**config.mk**
```make
export PLATFORM = sky130hd
export DESIGN_NAME = gdcs_sequencer
export DESIGN_NICKNAME = d
export VERILOG_FILES = /design/src/inc/gdcs_pkg.sv /design/src/inc/gdcs_log_if.sv /design/src/verilog/gdcs_cal_log.sv /design/src/verilog/gdcs_sequencer.sv
export SDC_FILE = /design/constraint.sdc
export NUM_CORES = 1
export LEC_CHECK = 0
export BUFFER_PORTS_ARGS = -buffer_cell sky130_fd_sc_hd__buf_2
export CAP_MARGIN = 30
export CORE_MARGIN = 3
export CORE_UTILIZATION = 45
export DETAILED_ROUTE_END_ITERATION = 8
export GPL_TIMING_DRIVEN = 0
export SLEW_MARGIN = 0
export SYNTH_ARGS = -nofsm -noshare
export SYNTH_HDL_FRONTEND = slang
export SYNTH_SLANG_ARGS = --single-unit
```
**constraint.sdc**
```tcl
create_clock -name core_clk -period 13.8 [get_ports core_clk]
set_clock_uncertainty 0.1 [all_clocks]
set_input_delay 2.76 -clock core_clk [delete_from_list [all_inputs] [get_ports core_clk]]
set_output_delay 2.76 -clock core_clk [all_outputs]
set_load 0.1 [all_outputs]
```
**src/inc/gdcs_pkg.sv**
```systemverilog
/*
 * constants and types for the gas detector calibration sequencer.
 * assumes a 250 MHz core clock and a 12-bit converter sample stream.
 */
package gdcs_pkg;
  // ****************************************************************
  // clock and tick
  // ****************************************************************
  localparam int CLK_NS = 4;
  localparam int TICK_NS = 1000000;
  localparam int TICK_CYCLES = TICK_NS / CLK_NS;
  // ****************************************************************
  // times in milliseconds (tick units)
  // ****************************************************************
  localparam int MS_W = 20;
  localparam logic [19:0] HOLD_MS = 20'h00FA0;
  localparam logic [19:0] RED_FLASH_MS = 20'h00BB8;
  localparam logic [19:0] ZERO_STEADY_MS = 20'h00FA0;
  localparam logic [19:0] STABLE_MS = 20'h07530;
  localparam logic [19:0] O2_WAIT_MS = 20'h00BB8;
  localparam logic [19:0] BLINK_MS = 20'h000FA;
  localparam int ABORT_MIN = 12;
  localparam int MS_PER_MIN = 60000;
  localparam logic [19:0] ABORT_MS = 20'(ABORT_MIN * MS_PER_MIN);
  // ****************************************************************
  // converter scale
  // ****************************************************************
  localparam int ADC_W = 12;
  localparam logic [11:0] ADC_FULL = 12'hFFF;
  localparam int LOW_PCT = 4;
  localparam logic [11:0] LOW_THRESH = 12'((32'(ADC_FULL) * LOW_PCT) / 100);
  localparam logic [11:0] FAULT_THRESH = 12'h0AA;
  // ****************************************************************
  // calibration log
  // ****************************************************************
  localparam int STAMP_W = 32;
  localparam int LOG_DEPTH = 8;
  localparam int LOG_IW = 3;
  localparam logic [3:0] LOG_FULL = 4'h8;
  localparam logic [2:0] LOG_LAST = 3'h7;
  localparam logic [2:0] LOG_SECOND = 3'h1;
  // ****************************************************************
  // types
  // ****************************************************************
  typedef enum logic [1:0] {
    SENS_COMB, SENS_TOXIC, SENS_O2, SENS_OPTICAL
  } gdcs_sensor_t;
  typedef enum logic [3:0] {
    S_IDLE, S_ZERO_STEADY, S_REP_ZERO, S_SPAN_WAIT, S_REP_SPAN,
    S_LOW_WAIT, S_O2_PRE, S_O2_POST
  } gdcs_state_t;
endpackage : gdcs_pkg

```
**src/inc/gdcs_log_if.sv**
```systemverilog
/*
 * carrier between the sequencer and its calibration log store.
 * assumes both ends run on the same clock.
 */
`timescale 1ns/1ps
interface gdcs_log_if;
  logic wr;
  logic clr;
  logic [11:0] zero;
  logic [11:0] span;
  logic [31:0] stamp;
  logic [2:0] rd_idx;
  logic [11:0] rd_zero;
  logic [11:0] rd_span;
  logic [31:0] rd_stamp;
  logic [3:0] count;
  modport seq (output wr, clr, zero, span, stamp, rd_idx,
               input rd_zero, rd_span, rd_stamp, count);
  modport store (input wr, clr, zero, span, stamp, rd_idx,
                 output rd_zero, rd_span, rd_stamp, count);
endinterface : gdcs_log_if

```
**src/verilog/gdcs_cal_log.sv**
```systemverilog
/*
 * eight-entry calibration log; slot zero keeps the first entry.
 * assumes one write request per cycle at most from the sequencer.
 */
`timescale 1ns/1ps
module gdcs_cal_log (
  input wire logic core_clk,
  input wire logic rst_b,
  gdcs_log_if.store lg
);
  logic [11:0] ent_zero [gdcs_pkg::LOG_DEPTH];
  logic [11:0] ent_span [gdcs_pkg::LOG_DEPTH];
  logic [31:0] ent_stamp [gdcs_pkg::LOG_DEPTH];
  logic [3:0] cnt;
  logic [2:0] ptr;
  logic [2:0] wr_idx;
  logic [2:0] next_ptr;
  logic [3:0] next_cnt;

  // ****************************************************************
  // slot selection
  // ****************************************************************
  assign wr_idx = (lg.clr || cnt == 4'h0) ? 3'h0 : ptr;
  assign next_ptr = (lg.clr || cnt == 4'h0) ? gdcs_pkg::LOG_SECOND :
                    (ptr == gdcs_pkg::LOG_LAST) ? gdcs_pkg::LOG_SECOND :
                    3'(ptr + 3'h1);
  assign next_cnt = lg.clr ? 4'h1 :
                    (cnt == gdcs_pkg::LOG_FULL) ? cnt : 4'(cnt + 4'h1);

  always_ff @(posedge core_clk) begin
    if (!rst_b) begin
      cnt <= 4'h0;
      ptr <= 3'h0;
    end else if (lg.wr) begin
      cnt <= next_cnt;
      ptr <= next_ptr;
    end
  end

  always_ff @(posedge core_clk) begin
    if (lg.wr) begin
      ent_zero[wr_idx] <= lg.zero;
      ent_span[wr_idx] <= lg.span;
      ent_stamp[wr_idx] <= lg.stamp;
    end
  end

  assign lg.rd_zero = ent_zero[lg.rd_idx];
  assign lg.rd_span = ent_span[lg.rd_idx];
  assign lg.rd_stamp = ent_stamp[lg.rd_idx];
  assign lg.count = cnt;
endmodule : gdcs_cal_log

```
**src/verilog/gdcs_sequencer.sv**
```systemverilog
/*
 * calibration sequencer for a detector_comm_unit: zero/span capture,
 * indicator control, abort timeout, fault suppression and log feed.
 * assumes converter samples, switches and button synchronous to core_clk.
 */
// Functional notes
// - start calibration after reed held 4 s; red flashes during first 3 s.
// - routine: flash until zero steady, capture zero, then indicator steady.
// - routine span wait: calibrate indicator flashes while gas above zero.
// - span input stable 30 s: capture span, indicator steady.
// - after span wait for input below 4% full scale, then finish, off.
// - routine not done in 12 min: abort, restore, red flash, log abort.
// - replacement mode suppresses the low-input fault.
// - replacement calibration never times out.
// - replacement button during calibration restarts from zero step.
// - replacement calibration writes its values into log slot one.
// - replacement: zero and span on separate reed holds, flash while rising.
// - oxygen routine: flash, wait 3 s, capture span, steady, wait 3 s, done.
// - optical replacement: flash for zero then follow routine flow.
// - each successful calibration logs zero, span and time stamp.
// - aborted calibration logs zero and span as zero.
// - log cleared only when a replacement calibration completes.
// - slot one kept; past eight entries overwrite the second-oldest.
// - sensor value is 12-bit counts, 0 for 0 mA, 4095 for 24 mA.
`timescale 1ns/1ps
module gdcs_sequencer #(
  parameter int TICK_DIV = gdcs_pkg::TICK_CYCLES
) (
  input wire logic core_clk,
  input wire logic rst_b,
  input wire logic [11:0] adc_sample,
  input wire logic adc_valid,
  input wire logic reed_sw,
  input wire logic replace_btn,
  input wire gdcs_pkg::gdcs_sensor_t sensor_type,
  input wire logic [11:0] stab_tol,
  input wire logic [31:0] stamp,
  input wire logic [2:0] log_rd_idx,
  output logic red_led,
  output logic cal_led,
  output logic fault,
  output logic [11:0] zero_val,
  output logic [11:0] span_val,
  output logic cal_active,
  output logic cal_done,
  output logic cal_abort,
  output logic [11:0] log_rd_zero,
  output logic [11:0] log_rd_span,
  output logic [31:0] log_rd_stamp,
  output logic [3:0] log_count
);
  gdcs_log_if lg ();

  function automatic logic in_band(input logic [11:0] a, input logic [11:0] b,
                                   input logic [11:0] tol);
    logic [11:0] d;
    d = (a > b) ? 12'(a - b) : 12'(b - a);
    return d <= tol;
  endfunction : in_band

  // ****************************************************************
  // millisecond tick and blink
  // ****************************************************************
  logic [31:0] tick_cnt;
  logic tick;
  logic [19:0] blink_ms;
  logic blink;
  assign tick = tick_cnt == 32'(TICK_DIV - 1);

  always_ff @(posedge core_clk) begin
    if (!rst_b || tick) begin
      tick_cnt <= 32'h0;
    end else begin
      tick_cnt <= 32'(tick_cnt + 32'h1);
    end
  end

  always_ff @(posedge core_clk) begin
    if (!rst_b) begin
      blink_ms <= 20'h0;
      blink <= 1'b0;
    end else if (tick) begin
      blink_ms <= (blink_ms == 20'(gdcs_pkg::BLINK_MS - 20'h1)) ? 20'h0 :
                  20'(blink_ms + 20'h1);
      blink <= (blink_ms == 20'(gdcs_pkg::BLINK_MS - 20'h1)) ? ~blink : blink;
    end
  end

  // ****************************************************************
  // reed hold, button edge
  // ****************************************************************
  logic [19:0] reed_ms;
  logic reed_go;
  logic red_win;
  logic btn_prev;
  logic btn_rise;

  always_ff @(posedge core_clk) begin
    if (!rst_b || !reed_sw) begin
      reed_ms <= 20'h0;
    end else if (tick && reed_ms != gdcs_pkg::HOLD_MS) begin
      reed_ms <= 20'(reed_ms + 20'h1);
    end
  end

  assign reed_go = reed_sw && tick &&
                   reed_ms == 20'(gdcs_pkg::HOLD_MS - 20'h1);
  assign red_win = reed_sw && reed_ms < gdcs_pkg::RED_FLASH_MS;

  always_ff @(posedge core_clk) begin
    if (!rst_b) begin
      btn_prev <= 1'b0;
    end else begin
      btn_prev <= replace_btn;
    end
  end
  assign btn_rise = replace_btn && !btn_prev;

  // ****************************************************************
  // sample hold and stability timer
  // ****************************************************************
  logic [11:0] adc_hold;
  logic [11:0] stab_ref;
  logic [19:0] stab_ms;
  logic leave_band;
  logic gas_seen;
  assign leave_band = adc_valid && !in_band(adc_sample, stab_ref, stab_tol);
  assign gas_seen = adc_hold > zero_val &&
                    !in_band(adc_hold, zero_val, stab_tol);

  always_ff @(posedge core_clk) begin
    if (!rst_b) begin
      adc_hold <= 12'h000;
      stab_ref <= 12'h000;
      stab_ms <= 20'h0;
    end else begin
      if (adc_valid) begin
        adc_hold <= adc_sample;
      end
      if (leave_band) begin
        stab_ref <= adc_sample;
        stab_ms <= 20'h0;
      end else if (tick && stab_ms != gdcs_pkg::STABLE_MS) begin
        stab_ms <= 20'(stab_ms + 20'h1);
      end
    end
  end

  // ****************************************************************
  // sequencer
  // ****************************************************************
  gdcs_pkg::gdcs_state_t st;
  gdcs_pkg::gdcs_state_t next_st;
  logic rep_mode;
  logic abort_flash;
  logic [11:0] prev_zero;
  logic [11:0] prev_span;
  logic [19:0] abort_ms;
  logic [19:0] phase_ms;
  logic cap_zero;
  logic cap_span;
  logic finish;
  logic abort_hit;
  logic start;
  logic o2;

  assign o2 = sensor_type == gdcs_pkg::SENS_O2;
  assign abort_hit = st != gdcs_pkg::S_IDLE && !rep_mode &&
                     abort_ms >= gdcs_pkg::ABORT_MS;
  assign start = st == gdcs_pkg::S_IDLE && reed_go;

  always_comb begin
    next_st = st;
    cap_zero = 1'b0;
    cap_span = 1'b0;
    finish = 1'b0;
    case (st)
      gdcs_pkg::S_IDLE: begin
        if (reed_go) begin
          next_st = o2 ? gdcs_pkg::S_O2_PRE : gdcs_pkg::S_ZERO_STEADY;
        end
      end
      gdcs_pkg::S_ZERO_STEADY: begin
        if (stab_ms >= gdcs_pkg::ZERO_STEADY_MS) begin
          cap_zero = 1'b1;
          next_st = gdcs_pkg::S_SPAN_WAIT;
        end
      end
      gdcs_pkg::S_REP_ZERO: begin
        if (reed_go) begin
          cap_zero = 1'b1;
          next_st = gdcs_pkg::S_REP_SPAN;
        end
      end
      gdcs_pkg::S_SPAN_WAIT: begin
        if (gas_seen && stab_ms >= gdcs_pkg::STABLE_MS) begin
          cap_span = 1'b1;
          next_st = gdcs_pkg::S_LOW_WAIT;
        end
      end
      gdcs_pkg::S_REP_SPAN: begin
        if (reed_go) begin
          cap_span = 1'b1;
          finish = o2;
          next_st = o2 ? gdcs_pkg::S_IDLE : gdcs_pkg::S_LOW_WAIT;
        end
      end
      gdcs_pkg::S_LOW_WAIT: begin
        if (adc_hold < gdcs_pkg::LOW_THRESH) begin
          finish = 1'b1;
          next_st = gdcs_pkg::S_IDLE;
        end
      end
      gdcs_pkg::S_O2_PRE: begin
        if (phase_ms >= gdcs_pkg::O2_WAIT_MS) begin
          cap_span = 1'b1;
          next_st = gdcs_pkg::S_O2_POST;
        end
      end
      gdcs_pkg::S_O2_POST: begin
        if (phase_ms >= gdcs_pkg::O2_WAIT_MS) begin
          finish = 1'b1;
          next_st = gdcs_pkg::S_IDLE;
        end
      end
      default: next_st = gdcs_pkg::S_IDLE;
    endcase
    if (btn_rise) begin
      next_st = (sensor_type == gdcs_pkg::SENS_OPTICAL) ? gdcs_pkg::S_ZERO_STEADY :
                gdcs_pkg::S_REP_ZERO;
      cap_zero = 1'b0;
      cap_span = 1'b0;
      finish = 1'b0;
    end else if (abort_hit) begin
      next_st = gdcs_pkg::S_IDLE;
      cap_zero = 1'b0;
      cap_span = 1'b0;
      finish = 1'b0;
    end
  end

  always_ff @(posedge core_clk) begin
    if (!rst_b) begin
      st <= gdcs_pkg::S_IDLE;
      rep_mode <= 1'b0;
      abort_flash <= 1'b0;
      zero_val <= 12'h000;
      span_val <= 12'h000;
      prev_zero <= 12'h000;
      prev_span <= 12'h000;
    end else begin
      st <= next_st;
      if (btn_rise) begin
        rep_mode <= 1'b1;
        abort_flash <= 1'b0;
        zero_val <= (st != gdcs_pkg::S_IDLE) ? prev_zero : zero_val;
        span_val <= (st != gdcs_pkg::S_IDLE) ? prev_span : span_val;
        prev_zero <= (st != gdcs_pkg::S_IDLE) ? prev_zero : zero_val;
        prev_span <= (st != gdcs_pkg::S_IDLE) ? prev_span : span_val;
      end else if (abort_hit) begin
        zero_val <= prev_zero;
        span_val <= prev_span;
        abort_flash <= 1'b1;
      end else begin
        if (start) begin
          prev_zero <= zero_val;
          prev_span <= span_val;
          abort_flash <= 1'b0;
        end
        if (cap_zero) begin
          zero_val <= adc_hold;
        end
        if (cap_span) begin
          span_val <= adc_hold;
        end
        if (finish) begin
          rep_mode <= 1'b0;
        end
      end
    end
  end

  always_ff @(posedge core_clk) begin
    if (!rst_b || st == gdcs_pkg::S_IDLE || rep_mode) begin
      abort_ms <= 20'h0;
    end else if (tick && abort_ms != gdcs_pkg::ABORT_MS) begin
      abort_ms <= 20'(abort_ms + 20'h1);
    end
  end

  always_ff @(posedge core_clk) begin
    if (!rst_b || next_st != st) begin
      phase_ms <= 20'h0;
    end else if (tick && phase_ms != gdcs_pkg::O2_WAIT_MS) begin
      phase_ms <= 20'(phase_ms + 20'h1);
    end
  end

  // ****************************************************************
  // indicators, fault and log feed
  // ****************************************************************
  logic next_cal_led;
  logic next_red_led;
  logic next_fault;
  assign next_cal_led =
    (st == gdcs_pkg::S_ZERO_STEADY || st == gdcs_pkg::S_REP_ZERO ||
     st == gdcs_pkg::S_O2_PRE) ? blink :
    (st == gdcs_pkg::S_SPAN_WAIT || st == gdcs_pkg::S_REP_SPAN) ?
      (gas_seen ? blink : 1'b1) :
    (st == gdcs_pkg::S_LOW_WAIT || st == gdcs_pkg::S_O2_POST);
  assign next_red_led = (red_win || abort_flash) && blink;
  assign next_fault = adc_hold < gdcs_pkg::FAULT_THRESH && !rep_mode;

  assign lg.wr = finish || abort_hit;
  assign lg.clr = finish && rep_mode;
  assign lg.zero = abort_hit ? 12'h000 : zero_val;
  assign lg.span = abort_hit ? 12'h000 : cap_span ? adc_hold : span_val;
  assign lg.stamp = stamp;
  assign lg.rd_idx = log_rd_idx;

  always_ff @(posedge core_clk) begin
    if (!rst_b) begin
      red_led <= 1'b0;
      cal_led <= 1'b0;
      fault <= 1'b0;
      cal_active <= 1'b0;
      cal_done <= 1'b0;
      cal_abort <= 1'b0;
      log_rd_zero <= 12'h000;
      log_rd_span <= 12'h000;
      log_rd_stamp <= 32'h0;
      log_count <= 4'h0;
    end else begin
      red_led <= next_red_led;
      cal_led <= next_cal_led;
      fault <= next_fault;
      cal_active <= next_st != gdcs_pkg::S_IDLE;
      cal_done <= finish;
      cal_abort <= abort_hit;
      log_rd_zero <= lg.rd_zero;
      log_rd_span <= lg.rd_span;
      log_rd_stamp <= lg.rd_stamp;
      log_count <= lg.count;
    end
  end

  gdcs_cal_log u_log (
    .core_clk(core_clk),
    .rst_b(rst_b),
    .lg(lg)
  );
endmodule : gdcs_sequencer

```
=== Word level (Yosys, flattened, before mapping) ===
Memory sizes are Yosys's and may differ from the RTL's. A register that Yosys moved wholly into a read port is not among the register bits.
Index checks and enable logic that the tools add are counted.

* Latch bits: 0
* Output and inout bits: 90
* Input port bits: 66
* Word-level logic and storage cells: 190
* Bits in registers: 229
* Bits in read-only memories: 0
* Memories kept: 3
* Bits in writable memories: 448

{| class="wikitable"
|+ Memory list
! memory !! depth !! bits a word !! read ports !! clocked after memory_dff !! write ports !! line !! RTL
|-
| u_log.ent_stamp || 8 || 32 || 1 || 1 || 1 || gdcs_cal_log.sv:13 || <nowiki>logic [31:0] ent_stamp [gdcs_pkg::LOG_DEPTH];</nowiki>
|-
| u_log.ent_span || 8 || 12 || 1 || 1 || 1 || gdcs_cal_log.sv:12 || <nowiki>logic [11:0] ent_span [gdcs_pkg::LOG_DEPTH];</nowiki>
|-
| u_log.ent_zero || 8 || 12 || 1 || 1 || 1 || gdcs_cal_log.sv:11 || <nowiki>logic [11:0] ent_zero [gdcs_pkg::LOG_DEPTH];</nowiki>
|}

* $add $sub $neg: 12
* Shift-type cells: 0
* Divide/modulo/power cells: 0
* Reductions and logical operators: 52
* $lt $le $gt $ge: 11
* Bitwise operators: 2
* Equal/unequal tests: 21
* Muxes and demuxes: 63
* Multiply operators: 0

{| class="wikitable"
|+ Operators with widths
! cell !! count
|-
| two-way mux 12 bit || 18
|-
| adder 20 x 1 -> 20 bit, second input constant || 5
|-
| two-way mux 4 bit || 12
|-
| subtractor 12 bit || 4
|-
| >= comparator 20 x 12 -> 1 bit, second input constant || 2
|-
| != test 20 x 12 -> 1 bit, second input constant || 2
|-
| adder 32 x 1 -> 32 bit, second input constant || 1
|-
| equality test 32 x 18 -> 1 bit, second input constant || 1
|-
| one-hot mux 4 bit (8 select lines) || 1
|-
| greater-than comparator 12 bit || 2
|-
| less-or-equal comparator 12 bit || 2
|-
| < comparator 12 x 8 -> 1 bit, second input constant || 2
|-
| two-way mux 1 bit || 22
|-
| equality test 20 x 12 -> 1 bit, second input constant || 1
|-
| equality test 20 x 8 -> 1 bit, second input constant || 1
|-
| >= comparator 20 x 15 -> 1 bit, second input constant || 1
|-
| >= comparator 20 bit, second input constant || 1
|-
| < comparator 20 x 12 -> 1 bit, second input constant || 1
|-
| two-way mux 20 bit || 1
|-
| != test 20 x 15 -> 1 bit, second input constant || 1
|-
| != test 20 bit, second input constant || 1
|-
| logical AND 1 bit || 17
|-
| equality test 4 x 3 -> 1 bit, second input constant || 4
|-
| two-way mux 3 bit || 5
|-
| 22 further kinds || 53
|}

=== Longest topological paths before layout ===
* Depth after elaboration: 13
* Gate-level depth with buffers: 23

=== Modules after synthesis ===
Synthesis repeated with hierarchy kept, for this count alone.

* Cells, all modules: 2,427
* Area total of the unflattened synthesis: 31,914.4 um^2

{| class="wikitable"
|+ Modules (own cells, without submodules)
! module !! sequential area each (um^2) !! area an instance (um^2) !! cells each !! instances
|-
| gdcs_cal_log || 13,593.0 || 17,249.0 || 705 || 1
|-
| gdcs_sequencer || 5,565.3 || 14,665.3 || 1,722 || 1
|}

=== Worst setup path before layout ===
OpenSTA, ideal clock, no wires.

* Path kind: input port to flip-flop
* Start: input reed_sw
* End: memory u_log.ent_span[4][0], enable pin
* Path buffers: 1
* Arrival: 9,766 ps
* Data required time: 13,091 ps
* Slack: 3,325 ps
* Stages on the path: 9
* Cells stage by stage: nand3b_1 -> or3_4 -> nor4_4 -> nand4_2 -> a2111oi_4 -> nand2b_1 -> a21o_1 -> buf_6 -> nor4_1

* Cells in the longest elaborated chain, start to end: 9
* Elaborated cells between the ends (all ways): 12
* Classes of those cells: mux (7); reduce/logical (5)

{| class="wikitable"
|+ Ends and longest elaborated chain
! item !! line !! RTL
|-
| start, declared || gdcs_sequencer.sv:33 || <nowiki>input wire logic reed_sw,</nowiki>
|-
| logical AND 1 bit (*) (2 in series) || gdcs_sequencer.sv:106 || <nowiki>assign reed_go = reed_sw && tick &&</nowiki>
|-
| two-way mux 1 bit (*) || gdcs_sequencer.sv:202 || <nowiki>if (reed_go) begin</nowiki>
|-
| one-hot mux 1 bit (3 select lines) (*) || gdcs_sequencer.sv:177 || <nowiki>case (st)</nowiki>
|-
| two-way mux 1 bit (*) || gdcs_sequencer.sv:234 || <nowiki>end else if (abort_hit) begin</nowiki>
|-
| two-way mux 1 bit (*) || gdcs_sequencer.sv:228 || <nowiki>if (btn_rise) begin</nowiki>
|-
| logical OR 1 bit / logical AND 1 bit (equally long branches) || gdcs_sequencer.sv:314, gdcs_sequencer.sv:315 ||
|-
| two-way mux 1 bit / logical OR 1 bit (equally long branches) || gdcs_cal_log.sv:41, gdcs_cal_log.sv:23 ||
|-
| two-way mux 1 bit (not written as such) / two-way mux 3 bit (equally long branches) || gdcs_cal_log.sv:43, gdcs_cal_log.sv:23 ||
|-
| end, declared || gdcs_cal_log.sv:12 ||
|}

Mark *: on every way between the ends. The rest lies on a longest branch, timed or not.

=== Worst setup path after layout ===
* Start: input adc_sample[0]
* End: register stab_ref[5]

* Cells in the longest elaborated chain, start to end: 5
* Elaborated cells between the ends (all ways): 7
* Classes of those cells: add/sub (2); order compare (2); mux (1); reduce/logical (2)

{| class="wikitable"
|+ Ends and longest elaborated chain
! item !! line !! RTL
|-
| start, declared || gdcs_sequencer.sv:31 || <nowiki>input wire logic [11:0] adc_sample,</nowiki>
|-
| subtractor 12 bit / greater-than comparator 12 bit (equally long branches) || gdcs_sequencer.sv:57 || <nowiki>d = (a > b) ? 12'(a - b) : 12'(b - a);</nowiki>
|-
| two-way mux 12 bit (*) || gdcs_sequencer.sv:57 ||
|-
| less-or-equal comparator 12 bit (*) || gdcs_sequencer.sv:58 || <nowiki>return d <= tol;</nowiki>
|-
| zero test 1 bit (*) || gdcs_sequencer.sv:127 || <nowiki>assign leave_band = adc_valid && !in_band(adc_sample, stab_ref, stab_tol);</nowiki>
|-
| logical AND 1 bit (*) || gdcs_sequencer.sv:127 ||
|-
| end signal, assigned || gdcs_sequencer.sv:141 || <nowiki>stab_ref <= adc_sample;</nowiki>
|-
| end, declared || gdcs_sequencer.sv:123 || <nowiki>logic [11:0] stab_ref;</nowiki>
|}

Marks and branches as above.
A chain may end at the register's enable or synchronous reset.

==> metrics.txt <==
DR DRC count 0; CTS H-tree depth 3; CTS tree done; syn_nets roughly 2,600; # clock sinks 733; R2R cell count 20; sequential share of the synthesized area 59.9%; GPL Wtd Cong 0.880; Static Leak around 13 nW; fillers 5,895; Starting Density 45.5%; routed length per instance ~20 um; antenna violations before repair 5; worst-margin pin slew about 0.94 ns; Post-Syn Instances 2,455; DR iter-0 viols 1,278; maximum clock path buffer count 3; commonest non-fill, non-tap cell in the layout edfxtp_1; post-synthesis async set-or-reset flop share 0%; Slowest-stage cell, CP buf_1; average cell area after synthesis between 10 and 15 um^2; crit-path max cell delay about 0.66 ns; worst hold path cell count 1; footprint of the multi-input gates roughly 12,000 um^2; Final Cycle Share around 56%; Worst EP required 14.21 ns; most common flop cell mapped by yosys edfxtp_1; RSZ-0062 raised after global routing no; nature of the critical path startpoint input port; class of the worst hold path reg -> reg; Top-Level Pins 156; FF/Latch Area around 19,000 um^2; global-route wire length before repair approximately 120 mm; worst-path maximum fanout 10; clock slew at reported path FFs 0.06 ns; worst slack, placed roughly 5.5 ns; TritonCTS buffer count 79; Max VDD drop 97.2 uV; Final min period 7.67 ns; status finished, final reports clean; Hold WS around 0.37 ns; Root Buffer clkbuf_16; largest net degree at the start of global routing 19; PnR worst setup slack 6.13 ns; Max Clk Rate 130 MHz; cts repair resizes 0; RR Startpoint adc_hold[8]$_SDFFE_PN0P_; share of cells above drive strength 1 18.2%; number of global-route vias before repair 20,900; postcts setup bufs 0; critical path cell sequence buf_2, inv_1, ha_1, inv_1, fa_1, a21o_1, a21o_1, a2111oi_2, o311ai_0, and2_1, buf_2, buf_1, a221oi_1, xnor2_1, ha_1, nand4_1, or2_2, o221ai_1, o211a_1, buf_1, mux2i_1, and2_1; Area Growth Syn to Fin 17.1%; Clock Latency Late Sink 0.64 ns; final hold vios 0; # diodes 0; Hold-fix buffers, CTS 0; Synth Register Bits roughly 730; EDFF count, synth about 450; Die ar. roughly 74,000 um^2; WP data arrival 8.08 ns; number of synthesis warnings 0; Detail Route Antenna Nets 0; I/O Buffers roughly 150; DRT Wirelength about 76 mm; die width 273 um; Via Count 20,400; crit path from adc_sample[0]; max_cap viols 0; Total GRT Usage approximately 21%; Final setup viols 0; HPWL Detailed approximately 55 mm; Setup TNS 0 ns; Final Slew Violations 0; Cell variety after synth between 80 and 90; Placeable Area between 70,000 and 80,000 um^2; grt ovf 0; PD cells between 100 and 150 nW/um^2; Vias/cell between 5 and 6; First-pass DRT Iterations 5; DIE HEIGHT between 200 and 300 um; most frequent cells in the layout 448 x edfxtp_1, 285 x dfxtp_1, 203 x nor2_1; max_slew headroom between 30% and 40%; Hold Path Origin tick_cnt[0]$_SDFF_PP0_; nets 2,912; row count 97; Critical Path Sink Type register; post-synth design cell area 32,000 um^2; Setup CP Type in -> reg
[stage by stage]
| stage | util [%] | std cells | area (um^2) | power (W) |
|---|---|---|---|---|
| 2_1_floorplan | - | 2455 | 32000 | 0.00297 |
| 6_report | 53.3 | 3761 | 37500 | 0.00529 |
| 3_3_place_gp | 48.3 | 3546 | 33900 | 0.00315 |
| 4_1_cts | 53.2 | 3756 | 37400 | 0.00534 |
| 5_1_grt | 53.3 | 3761 | 37500 | 0.00551 |
| 3_5_place_dp | 49.3 | 3611 | 34700 | 0.00316 |
[cell usage after synthesis (all sizes together), types with 6 or more instances]
master,n,share of area [%]
o21ai,66,1.0
nor4,27,0.65
a31oi,10,0.20
inv,105,1.2
nor3,57,0.91
o211a,14,0.44
and3,22,0.43
clkbuf,72,0.94
xor2,69,1.9
xnor2,62,1.7
mux2,8,0.28
nor2b,106,2.1
mux4,112,7.9
dfxtp,285,18
nand3,58,0.91
nand2,126,1.5
buf,42,0.62
nand2b,8,0.16
or3,26,0.52
a21oi,89,1.4
ha,85,3.3
nand4,49,1.1
nor2,203,2.4
and4,8,0.22
edfxtp,448,42
o211ai,7,0.16
mux2i,131,4.1
o22ai,15,0.29
a21o,22,0.52
a22o,12,0.33
a211o,6,0.16
and2,26,0.51
[routing by layer]
metal,share of wire (%),global-route usage [%],routed length [um]
met1,44,27.6,33400
met5,0.067,0,51
met2,47,33.8,36200
met4,2.5,5.78,1940
met3,6.2,5.00,4700
[power by group]
part	switching [W]	internal, W
combinational	0.000468	0.000279
clock	0.000876	0.00130
sequential	0.0000224	0.00235
total	0.00137	0.00392
[logic make-up (layout without fill, tap and decap cells)]
group / count (synthesis) / after routing / synth area share [%]
DFF: 733 / 733 / 59.9
other: 1 / 1 / 0.0117
buffers and inverters: 219 / 585 / 2.79
adders and majority gates: 89 / 89 / 3.57
xor gates and xnor gates: 131 / 131 / 3.59
muxes: 251 / 251 / 12.3
AOI/OAI and AO/OA: 294 / 294 / 6.02
and+or+nand+nor: 737 / 737 / 11.9
[registers in the layout, indices dropped and copies added, names as in the netlist, 12 cells and up]
signal,count
zero_val,12
phase_ms,20
log_rd_zero,12
prev_span,12
stab_ref,12
u_log.ent_stamp,256
span_val,12
u_log.ent_zero,96
tick_cnt,32
u_log.ent_span,96
reed_ms,20
prev_zero,12
log_rd_span,12
abort_ms,20
stab_ms,20
log_rd_stamp,32
blink_ms,20
adc_hold,12
[worst max-delay path: cells and delay by family]
family                   cells  cell delay [ns]
AO/OA/AOI/OAI                7             1.94
buffers and inverters        6             1.42
adder cells (fa/ha/maj)      3             0.85
AND/OR/NAND/NOR              4             0.80
multiplexers                 1             0.17
XOR/XNOR                     1             0.14
[final cells by class]
cell class	instances	area share, %
buffer	114	1.33
clock buffer	111	5.87
clock inverter	34	1.37
inverter	105	1.05
multi-input combinational	1503	32.0
sequential	733	51.1
tap	940	3.14
timing repair buffer	221	4.06
[final timing paths]
check	endpoint	slack (ns)
setup reg to reg	u_log.ent_span[7][6]$_DFFE_PP_	6.82
hold / removal	tick_cnt[0]$_SDFF_PP0_	0.37
hold reg to reg	tick_cnt[0]$_SDFF_PP0_	0.37
setup / recovery	stab_ref[5]$_SDFFE_PN0P_	6.13
Note: power is estimated with default switching activity, not from simulation.
